File: src/rti_pkg.sv
`default_nettype none
package rti_pkg;
  localparam int unsigned OP_W = 10;
  localparam int unsigned NIB_W = 4;
  localparam int unsigned SP_W = 3;
  localparam int unsigned FILE_W = 2;
  localparam int unsigned EXT_W = 3;
  localparam int unsigned PAIR_W = 8;
  // Opcodes of the decoded transfer group
  localparam logic [9:0] OP_READ_COLUMN = 10'h052;
  localparam logic [9:0] OP_READ_ROW = 10'h01F;
  localparam logic [9:0] OP_READ_FILE = 10'h053;
  localparam logic [9:0] OP_WRITE_HIGH = 10'h00E;
  localparam logic [9:0] OP_WRITE_EXTRA = 10'h029;
  localparam logic [9:0] OP_READ_STACK = 10'h050;
  localparam logic [9:0] OP_READ_CLOCK_MODE = 10'h2CA;
  localparam logic [9:0] OP_READ_PULL_FIRST = 10'h257;
  localparam logic [9:0] OP_READ_PULL_SECOND = 10'h25E;
  localparam logic [9:0] OP_READ_PULL_THIRD = 10'h25F;
  localparam logic [9:0] OP_READ_IRQ_ONE = 10'h054;
  localparam logic [9:0] OP_READ_IRQ_TWO = 10'h055;
  localparam logic [9:0] OP_READ_TIMER_ONE = 10'h24B;
  localparam logic [9:0] OP_READ_TIMER_TWO = 10'h24C;
  localparam logic [9:0] OP_READ_TIMER_THREE = 10'h24D;
  localparam logic [9:0] OP_READ_TIMER_FIVE = 10'h24F;
  localparam logic [9:0] OP_WRITE_PAIR = 10'h01A;
  localparam logic [9:0] OP_WRITE_PORT_A = 10'h22B;
  localparam logic [9:0] OP_WRITE_PORT_B = 10'h22C;
  localparam logic [9:0] OP_WRITE_IRQ_AUX = 10'h211;
  localparam logic [9:0] OP_WRITE_WAKE_FIRST = 10'h21B;
  localparam logic [9:0] OP_WRITE_WAKE_SECOND = 10'h214;
  localparam logic [9:0] OP_WRITE_WAKE_THIRD = 10'h215;
  // Reset values
  localparam logic [3:0] RST_NIB = 4'h0;
  localparam logic [2:0] RST_EXT = 3'h0;
  localparam logic [7:0] RST_PAIR = 8'h00;
endpackage : rti_pkg
`default_nettype wire

File: src/rti_exec.sv
`default_nettype none
module rti_exec (
  input wire logic clk_in,
  input wire logic resetn_in,
  input wire logic clk_en_in,
  input wire logic op_valid_in,
  input wire logic [9:0] op_in,
  input wire logic [3:0] acc_in,
  input wire logic [3:0] column_ptr_in,
  input wire logic [3:0] row_ptr_in,
  input wire logic [1:0] file_ptr_in,
  input wire logic [2:0] stack_ptr_in,
  input wire logic [3:0] clock_mode_reg_in,
  input wire logic [3:0] irq_ctl_one_in,
  input wire logic [3:0] irq_ctl_two_in,
  input wire logic [3:0] timer_ctl_one_in,
  input wire logic [3:0] timer_ctl_two_in,
  input wire logic [3:0] timer_ctl_three_in,
  input wire logic [3:0] timer_ctl_five_in,
  input wire logic [3:0] pull_up_ctl_first_in,
  input wire logic [3:0] pull_up_ctl_second_in,
  input wire logic [3:0] pull_up_ctl_third_in,
  output logic acc_we_out,
  output logic [3:0] acc_out,
  output logic decoded_out,
  output logic skip_out,
  output logic carry_we_out,
  output logic [3:0] high_operand_out,
  output logic [2:0] extra_ptr_out,
  output logic [7:0] pair_out,
  output logic [3:0] port_ctl_a_out,
  output logic [3:0] port_ctl_b_out,
  output logic [3:0] irq_ctl_aux_out,
  output logic [3:0] wake_ctl_first_out,
  output logic [3:0] wake_ctl_second_out,
  output logic [3:0] wake_ctl_third_out
);
  logic go;
  logic is_rd_col, is_rd_row, is_rd_file, is_rd_stack, is_rd_clk;
  logic is_rd_pu0, is_rd_pu1, is_rd_pu2, is_rd_v1, is_rd_v2;
  logic is_rd_w1, is_rd_w2, is_rd_w3, is_rd_w5;
  logic is_wr_high, is_wr_ext, is_wr_pair, is_wr_pa, is_wr_pb;
  logic is_wr_aux, is_wr_k0, is_wr_k1, is_wr_k2;
  logic any_read, any_write;
  logic [3:0] read_val;
  logic [3:0] acc_q, acc_d;
  logic acc_we_q;
  logic [3:0] high_q, pa_q, pb_q, aux_q, k0_q, k1_q, k2_q;
  logic [2:0] ext_q;
  logic [7:0] pair_q;

  // Decode is gated here so a frozen clock enable never commits a transfer
  assign go = op_valid_in & clk_en_in;
  assign is_rd_col = go & (op_in == rti_pkg::OP_READ_COLUMN);
  assign is_rd_row = go & (op_in == rti_pkg::OP_READ_ROW);
  assign is_rd_file = go & (op_in == rti_pkg::OP_READ_FILE);
  assign is_rd_stack = go & (op_in == rti_pkg::OP_READ_STACK);
  assign is_rd_clk = go & (op_in == rti_pkg::OP_READ_CLOCK_MODE);
  assign is_rd_pu0 = go & (op_in == rti_pkg::OP_READ_PULL_FIRST);
  assign is_rd_pu1 = go & (op_in == rti_pkg::OP_READ_PULL_SECOND);
  assign is_rd_pu2 = go & (op_in == rti_pkg::OP_READ_PULL_THIRD);
  assign is_rd_v1 = go & (op_in == rti_pkg::OP_READ_IRQ_ONE);
  assign is_rd_v2 = go & (op_in == rti_pkg::OP_READ_IRQ_TWO);
  assign is_rd_w1 = go & (op_in == rti_pkg::OP_READ_TIMER_ONE);
  assign is_rd_w2 = go & (op_in == rti_pkg::OP_READ_TIMER_TWO);
  assign is_rd_w3 = go & (op_in == rti_pkg::OP_READ_TIMER_THREE);
  assign is_rd_w5 = go & (op_in == rti_pkg::OP_READ_TIMER_FIVE);
  assign is_wr_high = go & (op_in == rti_pkg::OP_WRITE_HIGH);
  assign is_wr_ext = go & (op_in == rti_pkg::OP_WRITE_EXTRA);
  assign is_wr_pair = go & (op_in == rti_pkg::OP_WRITE_PAIR);
  assign is_wr_pa = go & (op_in == rti_pkg::OP_WRITE_PORT_A);
  assign is_wr_pb = go & (op_in == rti_pkg::OP_WRITE_PORT_B);
  assign is_wr_aux = go & (op_in == rti_pkg::OP_WRITE_IRQ_AUX);
  assign is_wr_k0 = go & (op_in == rti_pkg::OP_WRITE_WAKE_FIRST);
  assign is_wr_k1 = go & (op_in == rti_pkg::OP_WRITE_WAKE_SECOND);
  assign is_wr_k2 = go & (op_in == rti_pkg::OP_WRITE_WAKE_THIRD);

  assign any_read = is_rd_col | is_rd_row | is_rd_file | is_rd_stack | is_rd_clk |
                    is_rd_pu0 | is_rd_pu1 | is_rd_pu2 | is_rd_v1 | is_rd_v2 |
                    is_rd_w1 | is_rd_w2 | is_rd_w3 | is_rd_w5;
  assign any_write = is_wr_high | is_wr_ext | is_wr_pair | is_wr_pa | is_wr_pb |
                     is_wr_aux | is_wr_k0 | is_wr_k1 | is_wr_k2;

  // One-hot select; at most one term is live per cycle
  assign read_val = ({4{is_rd_col}} & column_ptr_in) |
                    ({4{is_rd_row}} & row_ptr_in) |
                    ({4{is_rd_file}} & {2'h0, file_ptr_in}) |
                    ({4{is_rd_stack}} & {1'h0, stack_ptr_in}) |
                    ({4{is_rd_clk}} & clock_mode_reg_in) |
                    ({4{is_rd_pu0}} & pull_up_ctl_first_in) |
                    ({4{is_rd_pu1}} & pull_up_ctl_second_in) |
                    ({4{is_rd_pu2}} & pull_up_ctl_third_in) |
                    ({4{is_rd_v1}} & irq_ctl_one_in) |
                    ({4{is_rd_v2}} & irq_ctl_two_in) |
                    ({4{is_rd_w1}} & timer_ctl_one_in) |
                    ({4{is_rd_w2}} & timer_ctl_two_in) |
                    ({4{is_rd_w3}} & timer_ctl_three_in) |
                    ({4{is_rd_w5}} & timer_ctl_five_in);
  assign acc_d = any_read ? read_val : acc_q;

  always_ff @(posedge clk_in) begin
    if (!resetn_in) begin
      acc_q <= rti_pkg::RST_NIB;
      acc_we_q <= 1'b0;
    end else if (clk_en_in) begin
      acc_q <= acc_d;
      acc_we_q <= any_read;
    end
  end

  // Write targets; registers clear to zero at reset
  always_ff @(posedge clk_in) begin
    if (!resetn_in) begin
      high_q <= rti_pkg::RST_NIB;
      ext_q <= rti_pkg::RST_EXT;
      pair_q <= rti_pkg::RST_PAIR;
      pa_q <= rti_pkg::RST_NIB;
      pb_q <= rti_pkg::RST_NIB;
      aux_q <= rti_pkg::RST_NIB;
      k0_q <= rti_pkg::RST_NIB;
      k1_q <= rti_pkg::RST_NIB;
      k2_q <= rti_pkg::RST_NIB;
    end else if (clk_en_in) begin
      if (is_wr_high) high_q <= acc_in;
      if (is_wr_ext) ext_q <= acc_in[2:0];
      if (is_wr_pair) pair_q <= {high_q, acc_in};
      if (is_wr_pa) pa_q <= acc_in;
      if (is_wr_pb) pb_q <= acc_in;
      if (is_wr_aux) aux_q <= acc_in;
      if (is_wr_k0) k0_q <= acc_in;
      if (is_wr_k1) k1_q <= acc_in;
      if (is_wr_k2) k2_q <= acc_in;
    end
  end

  assign acc_we_out = acc_we_q;
  assign acc_out = acc_q;
  assign decoded_out = any_read | any_write;
  assign skip_out = 1'b0;
  assign carry_we_out = 1'b0;
  assign high_operand_out = high_q;
  assign extra_ptr_out = ext_q;
  assign pair_out = pair_q;
  assign port_ctl_a_out = pa_q;
  assign port_ctl_b_out = pb_q;
  assign irq_ctl_aux_out = aux_q;
  assign wake_ctl_first_out = k0_q;
  assign wake_ctl_second_out = k1_q;
  assign wake_ctl_third_out = k2_q;

  property p_col;
    @(posedge clk_in) disable iff (!resetn_in)
      is_rd_col |=> (acc_out == $past(column_ptr_in)) && acc_we_out;
  endproperty
  a_col: assert property (p_col) else $error("column read wrong");
  property p_row;
    @(posedge clk_in) disable iff (!resetn_in)
      is_rd_row |=> acc_out == $past(row_ptr_in);
  endproperty
  a_row: assert property (p_row) else $error("row read wrong");
  property p_file;
    @(posedge clk_in) disable iff (!resetn_in)
      is_rd_file |=> acc_out == {2'h0, $past(file_ptr_in)};
  endproperty
  a_file: assert property (p_file) else $error("file read wrong");
  property p_high;
    @(posedge clk_in) disable iff (!resetn_in)
      is_wr_high |=> high_operand_out == $past(acc_in);
  endproperty
  a_high: assert property (p_high) else $error("high write wrong");
  property p_ext;
    @(posedge clk_in) disable iff (!resetn_in)
      is_wr_ext |=> extra_ptr_out == $past(acc_in[2:0]);
  endproperty
  a_ext: assert property (p_ext) else $error("extra write wrong");
  property p_stack;
    @(posedge clk_in) disable iff (!resetn_in)
      is_rd_stack |=> acc_out == {1'h0, $past(stack_ptr_in)};
  endproperty
  a_stack: assert property (p_stack) else $error("stack read wrong");
  property p_pair;
    @(posedge clk_in) disable iff (!resetn_in)
      is_wr_pair |=> pair_out == {$past(high_operand_out), $past(acc_in)};
  endproperty
  a_pair: assert property (p_pair) else $error("pair write wrong");
  property p_k1;
    @(posedge clk_in) disable iff (!resetn_in)
      is_wr_k1 |=> (wake_ctl_second_out == $past(acc_in)) && $stable(wake_ctl_first_out)
        && $stable(wake_ctl_third_out);
  endproperty
  a_k1: assert property (p_k1) else $error("wake second write wrong");
  property p_hold;
    @(posedge clk_in) disable iff (!resetn_in)
      !any_read && clk_en_in |=> $stable(acc_out) && !acc_we_out;
  endproperty
  a_hold: assert property (p_hold) else $error("accumulator changed");

  // Reads of registers that other parts of the core own
  property p_clk;
    @(posedge clk_in) disable iff (!resetn_in)
      is_rd_clk |=> (acc_out == $past(clock_mode_reg_in)) && acc_we_out;
  endproperty
  a_clk: assert property (p_clk) else $error("clock mode read wrong");

  property p_pu_first;
    @(posedge clk_in) disable iff (!resetn_in)
      is_rd_pu0 |=> (acc_out == $past(pull_up_ctl_first_in)) && acc_we_out;
  endproperty
  a_pu_first: assert property (p_pu_first) else $error("pull-up first read wrong");

  property p_pu_second;
    @(posedge clk_in) disable iff (!resetn_in)
      is_rd_pu1 |=> (acc_out == $past(pull_up_ctl_second_in)) && acc_we_out;
  endproperty
  a_pu_second: assert property (p_pu_second) else $error("pull-up second read wrong");

  property p_pu_third;
    @(posedge clk_in) disable iff (!resetn_in)
      is_rd_pu2 |=> (acc_out == $past(pull_up_ctl_third_in)) && acc_we_out;
  endproperty
  a_pu_third: assert property (p_pu_third) else $error("pull-up third read wrong");

  property p_irq_one;
    @(posedge clk_in) disable iff (!resetn_in)
      is_rd_v1 |=> (acc_out == $past(irq_ctl_one_in)) && acc_we_out;
  endproperty
  a_irq_one: assert property (p_irq_one) else $error("irq one read wrong");

  property p_irq_two;
    @(posedge clk_in) disable iff (!resetn_in)
      is_rd_v2 |=> (acc_out == $past(irq_ctl_two_in)) && acc_we_out;
  endproperty
  a_irq_two: assert property (p_irq_two) else $error("irq two read wrong");

  property p_tmr_one;
    @(posedge clk_in) disable iff (!resetn_in)
      is_rd_w1 |=> (acc_out == $past(timer_ctl_one_in)) && acc_we_out;
  endproperty
  a_tmr_one: assert property (p_tmr_one) else $error("timer one read wrong");

  property p_tmr_two;
    @(posedge clk_in) disable iff (!resetn_in)
      is_rd_w2 |=> (acc_out == $past(timer_ctl_two_in)) && acc_we_out;
  endproperty
  a_tmr_two: assert property (p_tmr_two) else $error("timer two read wrong");

  property p_tmr_three;
    @(posedge clk_in) disable iff (!resetn_in)
      is_rd_w3 |=> (acc_out == $past(timer_ctl_three_in)) && acc_we_out;
  endproperty
  a_tmr_three: assert property (p_tmr_three) else $error("timer three read wrong");

  property p_tmr_five;
    @(posedge clk_in) disable iff (!resetn_in)
      is_rd_w5 |=> (acc_out == $past(timer_ctl_five_in)) && acc_we_out;
  endproperty
  a_tmr_five: assert property (p_tmr_five) else $error("timer five read wrong");

  // Writes into registers held in this block
  property p_port_a;
    @(posedge clk_in) disable iff (!resetn_in)
      is_wr_pa |=> port_ctl_a_out == $past(acc_in);
  endproperty
  a_port_a: assert property (p_port_a) else $error("port structure a write wrong");

  property p_port_b;
    @(posedge clk_in) disable iff (!resetn_in)
      is_wr_pb |=> port_ctl_b_out == $past(acc_in);
  endproperty
  a_port_b: assert property (p_port_b) else $error("port structure b write wrong");

  property p_aux;
    @(posedge clk_in) disable iff (!resetn_in)
      is_wr_aux |=> irq_ctl_aux_out == $past(acc_in);
  endproperty
  a_aux: assert property (p_aux) else $error("aux irq write wrong");

  property p_k0;
    @(posedge clk_in) disable iff (!resetn_in)
      is_wr_k0 |=> (wake_ctl_first_out == $past(acc_in)) && $stable(wake_ctl_second_out)
        && $stable(wake_ctl_third_out);
  endproperty
  a_k0: assert property (p_k0) else $error("wake first write wrong");

  property p_k2;
    @(posedge clk_in) disable iff (!resetn_in)
      is_wr_k2 |=> (wake_ctl_third_out == $past(acc_in)) && $stable(wake_ctl_first_out)
        && $stable(wake_ctl_second_out);
  endproperty
  a_k2: assert property (p_k2) else $error("wake third write wrong");

  // No disable here, so the cleared state itself is covered
  property p_reset;
    @(posedge clk_in)
      !resetn_in |=> (acc_out == rti_pkg::RST_NIB) && !acc_we_out
        && (high_operand_out == rti_pkg::RST_NIB) && (extra_ptr_out == rti_pkg::RST_EXT)
        && (pair_out == rti_pkg::RST_PAIR) && (irq_ctl_aux_out == rti_pkg::RST_NIB)
        && (port_ctl_a_out == rti_pkg::RST_NIB) && (port_ctl_b_out == rti_pkg::RST_NIB)
        && (wake_ctl_first_out == rti_pkg::RST_NIB) && (wake_ctl_second_out == rti_pkg::RST_NIB)
        && (wake_ctl_third_out == rti_pkg::RST_NIB);
  endproperty
  a_reset: assert property (p_reset) else $error("state not cleared by reset");

  property p_freeze;
    @(posedge clk_in) disable iff (!resetn_in)
      !clk_en_in |=> $stable(acc_out) && $stable(acc_we_out) && $stable(high_operand_out)
        && $stable(pair_out) && $stable(extra_ptr_out) && $stable(wake_ctl_second_out);
  endproperty
  a_freeze: assert property (p_freeze) else $error("state moved while stalled");

  property p_foreign;
    @(posedge clk_in) disable iff (!resetn_in)
      op_valid_in && clk_en_in && !decoded_out |=> !acc_we_out && $stable(acc_out)
        && $stable(high_operand_out) && $stable(pair_out) && $stable(extra_ptr_out);
  endproperty
  a_foreign: assert property (p_foreign) else $error("foreign opcode changed state");

  property p_high_keep;
    @(posedge clk_in) disable iff (!resetn_in)
      !is_wr_high |=> $stable(high_operand_out);
  endproperty
  a_high_keep: assert property (p_high_keep) else $error("high operand changed");

  property p_pair_keep;
    @(posedge clk_in) disable iff (!resetn_in)
      !is_wr_pair |=> $stable(pair_out);
  endproperty
  a_pair_keep: assert property (p_pair_keep) else $error("pair register changed");
endmodule : rti_exec
`default_nettype wire

File: config.mk
export PLATFORM = sky130hd
export DESIGN_NAME = rti_exec
export DESIGN_NICKNAME = d
export VERILOG_FILES = /design/src/rti_pkg.sv /design/src/rti_exec.sv
export SDC_FILE = /design/constraint.sdc
export NUM_CORES = 1
export LEC_CHECK = 0
export BUFFER_PORTS_ARGS = -buffer_cell sky130_fd_sc_hd__buf_4
export CORE_MARGIN = 1.5
export CORE_UTILIZATION = 23
export DETAILED_ROUTE_END_ITERATION = 6
export PLACE_DENSITY = 0.48
export SYNTH_ARGS = -nofsm -noshare
export SYNTH_HDL_FRONTEND = slang
export SYNTH_SLANG_ARGS = --single-unit
File: constraint.sdc
create_clock -name clk_in -period 6.35 [get_ports clk_in]
set_input_delay 0.9525 -clock clk_in [delete_from_list [all_inputs] [get_ports clk_in]]
set_output_delay 0.9525 -clock clk_in [all_outputs]
set_load 0.01 [all_outputs]
# Word level (Yosys, flattened, before mapping)
# Cells that the tools add are included.
# W data, S select, Z words.
word_totals:
  reg_bits: 44
  input_bits: 71
  out_inout_bits: 47
  wordCells: 117
classes:
  eq_ne: 23
  bitwise_logic: 73
  reduce_logical: 10
ops:
  columns: ["cell", "n"]
  rows:
  - ["$eq A10 B10 Y1 const B", 14]
  - ["$or A4 B4 Y4", 13]
  - ["$eq A10 B7 Y1 const B", 5]
  - ["$and A4 B4 Y4", 12]
  - ["$and A1 B1 Y1", 24]
  - ["$or A1 B1 Y1", 22]
  - ["$eq A10 B5 Y1 const B", 2]
  - ["$reduce_and A2 Y1", 10]
  - ["$eq A10 B4 Y1 const B", 1]
  - ["$eq A10 B6 Y1 const B", 1]
  - ["$and A4 B2 Y4", 1]
  - ["$and A4 B3 Y4", 1]

# Logic depth before layout (Yosys ltp)
logic_depth:
  depth_word: 16
  ltp_mapped: 8
  depth_no_buf: 5

# Least setup slack after synthesis
# No wires, ideal clock.
synth_path:
  kind: "input port to output port"
  startpoint: "input op_in[0]"
  endpoint: "output decoded_out"
  t_arrival_ps: 2464
  required_ps: 5398
  path_slack_ps: 2934
  cell_stages: 7
  n_path_buf: 2
  path_cell_list: "buf_2 > and4_1 > nand3_1 > o211ai_2 > or2_0 > clkbuf_2 > or4b_1"
synth_via:
  elab_chain_cells: 16
  elab_cells_between_ends: 68
  cone_classes: "eq/ne: 23; bitwise: 45"
synth_rtl:
  columns: ["element", "line_no", "rtl"]
  rows:
  - ["start, declared", "rti_exec.sv:7", "input wire logic [9:0] op_in,"]
  - ["$eq A10 B7 Y1 / $eq A10 B5 Y1 (equally long branches)", "rti_exec.sv:54, rti_exec.sv:55", null]
  - ["$and A1 B1 Y1 (on tied branches)", "rti_exec.sv:54, rti_exec.sv:55", null]
  - ["$or A1 B1 Y1 (5 in series)", "rti_exec.sv:78", "assign any_read = is_rd_col | is_rd_row | is_rd_file | is_rd_stack | is_rd_clk |"]
  - ["$or A1 B1 Y1 (5 in series)", "rti_exec.sv:79", "is_rd_pu0 | is_rd_pu1 | is_rd_pu2 | is_rd_v1 | is_rd_v2 |"]
  - ["$or A1 B1 Y1 (3 in series)", "rti_exec.sv:80", "is_rd_w1 | is_rd_w2 | is_rd_w3 | is_rd_w5;"]
  - ["$or A1 B1 Y1 *", "rti_exec.sv:138", "assign decoded_out = any_read | any_write;"]
  - ["end, declared", "rti_exec.sv:25", "output logic decoded_out,"]
# Every way passes the cells marked *; elsewhere a longest branch is shown, timed or not.

# Worst setup path in the final report
layout_path:
  startpoint: "input op_in[2]"
  endpoint: "output decoded_out"
# The elaborated chain is that of the path after synthesis.

==> qor.csv <==
metric,value,unit
yosys.area.top_type,dfxtp_1,
hold_viol,0,
drc,0,
setup_viol,0,
reg2reg_slack,5590,ps
hold_buffers,0,
wirelength,8.85,mm
tritoncts,built,
die_w,110,um
endpoint_kind,output port,
num_vias,2525,
die-area,12100,um^2
yosysWarnings,0,
num_rows,38,
pin_count,118,
grt_util_all_layers,14.7,%
cp_data_arrival_time,2880,ps
final.setup.tns,0,ps
slew_viol_final,0,
antennaDiodeCount,0,
cp_max_fo,25,
core-area,11000,um^2
status,finished clean,
drtPass1Iterations,4,
grt_overflow_total,0,
min_path_type,reg2reg,
rr_endpoint,acc_out[0]$_SDFFE_PN0P_,
ys_types,62,
cts_resized,0,
worstSetupPathType,in2out,
vias_per_cell,4.80,
fin_crit,3830,ps
cp-endpoint,decoded_out,
grt_max_degree,45,
cts_buffers,5,
place_congestion,0.838,
reg2regPathDepth,2,
routedWlPerCell,16.8,um
crit_start,op_in[2],
clockRootBuffer,clkbuf_16,
postCtsSetupBuffers,0,
peakVddDrop,0.0000939,V
synth_edf_count,0,
tightest_slew,716,ps
synthArstFlopShare,0,%
initial_core_util,24.0,%
antenna_found_initial,0,
syn_area,2640,um^2
grt_setup_unrepaired,no,
clock_sinks,44,
fin_skew,0.907,ps
ant_nets,0,
p_leak,1.65,nW
synth-main-ff-cell,dfxtp_1,
layout_common_cells,"115 x buf_4, 44 x dfxtp_1, 43 x nor2b_1, 36 x mux2i_1, 16 x nand3_1",
grt_pass1_vias,2602,
power_density,167,nW/um^2
dr.first_iter.drc_count,96,
critical_path_required,5400,ps
htree_levels,2,
fillers,1161,
max_freq,0.261,GHz
dp_hpwl,6.86,mm
dp_cells,518,
seq_area_frac_synth,33.3,%
reg2reg_from,acc_out[0]$_SDFFE_PN0P_,
slew_headroom,52.1,%
synth.avg_cell_area,9.21,um^2
port-buffer-count,115,
cap_violations,0,
instances_no_fill,526,
clk_path_buf_depth,2,
netlist_top_cells_area,"dfxtp_1 33%, mux2i_1 14%, nor2b_1 10%, nand3_1 3.0%, mux2_2 3.0%",
clock_latency,280,ps
drive_above_1_share,35.5,%
grt_pass1_wl,13.6,mm
syn_inst,287,
dieHeight,110,um
post-route-period-util,60.3,%
final_common_cell,buf_4,
synth-seq-cells,44,
yosysTopAreaCellShare,33.3,%
cp-start-kind,input port,
path_clk_slew,60,ps
syn2layout_area_growth,40.3,%
fin_nets,456,
## per-layer routing
| metal | track usage [%] | wire length, um |
|---|---|---|
| met1 | 19.4 | 3940 |
| met2 | 25.2 | 4400 |
| met3 | 2.35 | 399 |
| met4 | 3.48 | 106 |
| met5 | 0 | 0 |
## layout make-up
class / instances / area (um^2) / share of cell area (%)
Clock buffer: 8 / 146 / 3.95
Inverter: 1 / 3.75 / 0.101
Multi-Input combinational cell: 218 / 1640 / 44.2
Sequential cell: 44 / 881 / 23.8
Tap cell: 140 / 175 / 4.72
Timing Repair Buffer: 115 / 863 / 23.3
## how the worst min path moves through the flow
stage | startpoint | to | slack (ps) | depth (start not counted)
6_report | wake_ctl_second_out[2]$_SDFFE_PN0P_ | wake_ctl_second_out[2]$_SDFFE_PN0P_ | 450 | 2
5_1_grt | wake_ctl_second_out[2]$_SDFFE_PN0P_ | wake_ctl_second_out[2]$_SDFFE_PN0P_ | 470 | 2
4_1_cts | wake_ctl_second_out[2]$_SDFFE_PN0P_ | wake_ctl_second_out[2]$_SDFFE_PN0P_ | 460 | 2
3_5_place_dp | wake_ctl_second_out[2]$_SDFFE_PN0P_ | wake_ctl_second_out[2]$_SDFFE_PN0P_ | 450 | 2
3_3_place_gp | wake_ctl_second_out[0]$_SDFFE_PN0P_ | wake_ctl_second_out[0]$_SDFFE_PN0P_ | 450 | 2
2_1_floorplan | wake_ctl_second_out[0]$_SDFFE_PN0P_ | wake_ctl_second_out[0]$_SDFFE_PN0P_ | 480 | 2
## sequential cells by signal (all words and copies together) (netlist names)
| signal | flops |
|---|---|
| wake_ctl_third_out | 4 |
| wake_ctl_second_out | 4 |
| port_ctl_b_out | 4 |
| acc_out | 4 |
| wake_ctl_first_out | 4 |
| extra_ptr_out | 3 |
| acc_we_out | 1 |
| high_operand_out | 4 |
| irq_ctl_aux_out | 4 |
| port_ctl_a_out | 4 |
| pair_out | 8 |
## Yosys cell counts (5+ instances only)
library cell  number
dfxtp_1           44
nor2b_1           43
mux2i_1           36
nand3_1           16
nand2_1           15
clkbuf_1          12
buf_2              8
mux2_2             7
nor2_1             7
a22o_1             6
a22oi_1            6
a31oi_1            5
## critical path, cell delays in order
cell and delay, ps:
buf_4 200, nor4b_1 180, o311ai_2 310, o21ai_2 140
or2_0 360, or4b_1 570, buf_4 160
## metrics by stage
step           hold slack (ps)  area [um^2]  utilization [%]  total power [W]  setup WS, ps
3_5_place_dp               454         3560             32.3         0.000371          2520
4_1_cts                    462         3710             33.6         0.000626          2510
2_1_floorplan              479         2650                -         0.000325          2930
3_3_place_gp               452         3560             32.3         0.000370          2530
6_report                   454         3710             33.6         0.000618          2520
5_1_grt                    468         3710             33.6         0.000647          2310
## logic make-up (layout without fill, tap and decap cells)
logic type | after synthesis | after routing | share of synthesized area (%)
other cells | 1 | 2 | 0.142
simple gates | 122 | 122 | 29.4
buf+inv | 26 | 124 | 4.83
xor+xnor | 1 | 1 | 0.331
flops | 44 | 44 | 33.3
compound gates | 48 | 48 | 14.5
mux | 45 | 45 | 17.5
## power breakdown
group,switching (W),internal (W),leakage (nW),total [W]
registers,0.000000129,0.000276,0.354,0.000276
logic,0.0000412,0.0000474,1.23,0.0000885
clock network,0.0000964,0.000157,0.0712,0.000253
total,0.000138,0.000480,1.65,0.000618
Power figures use the tool's default switching activity.
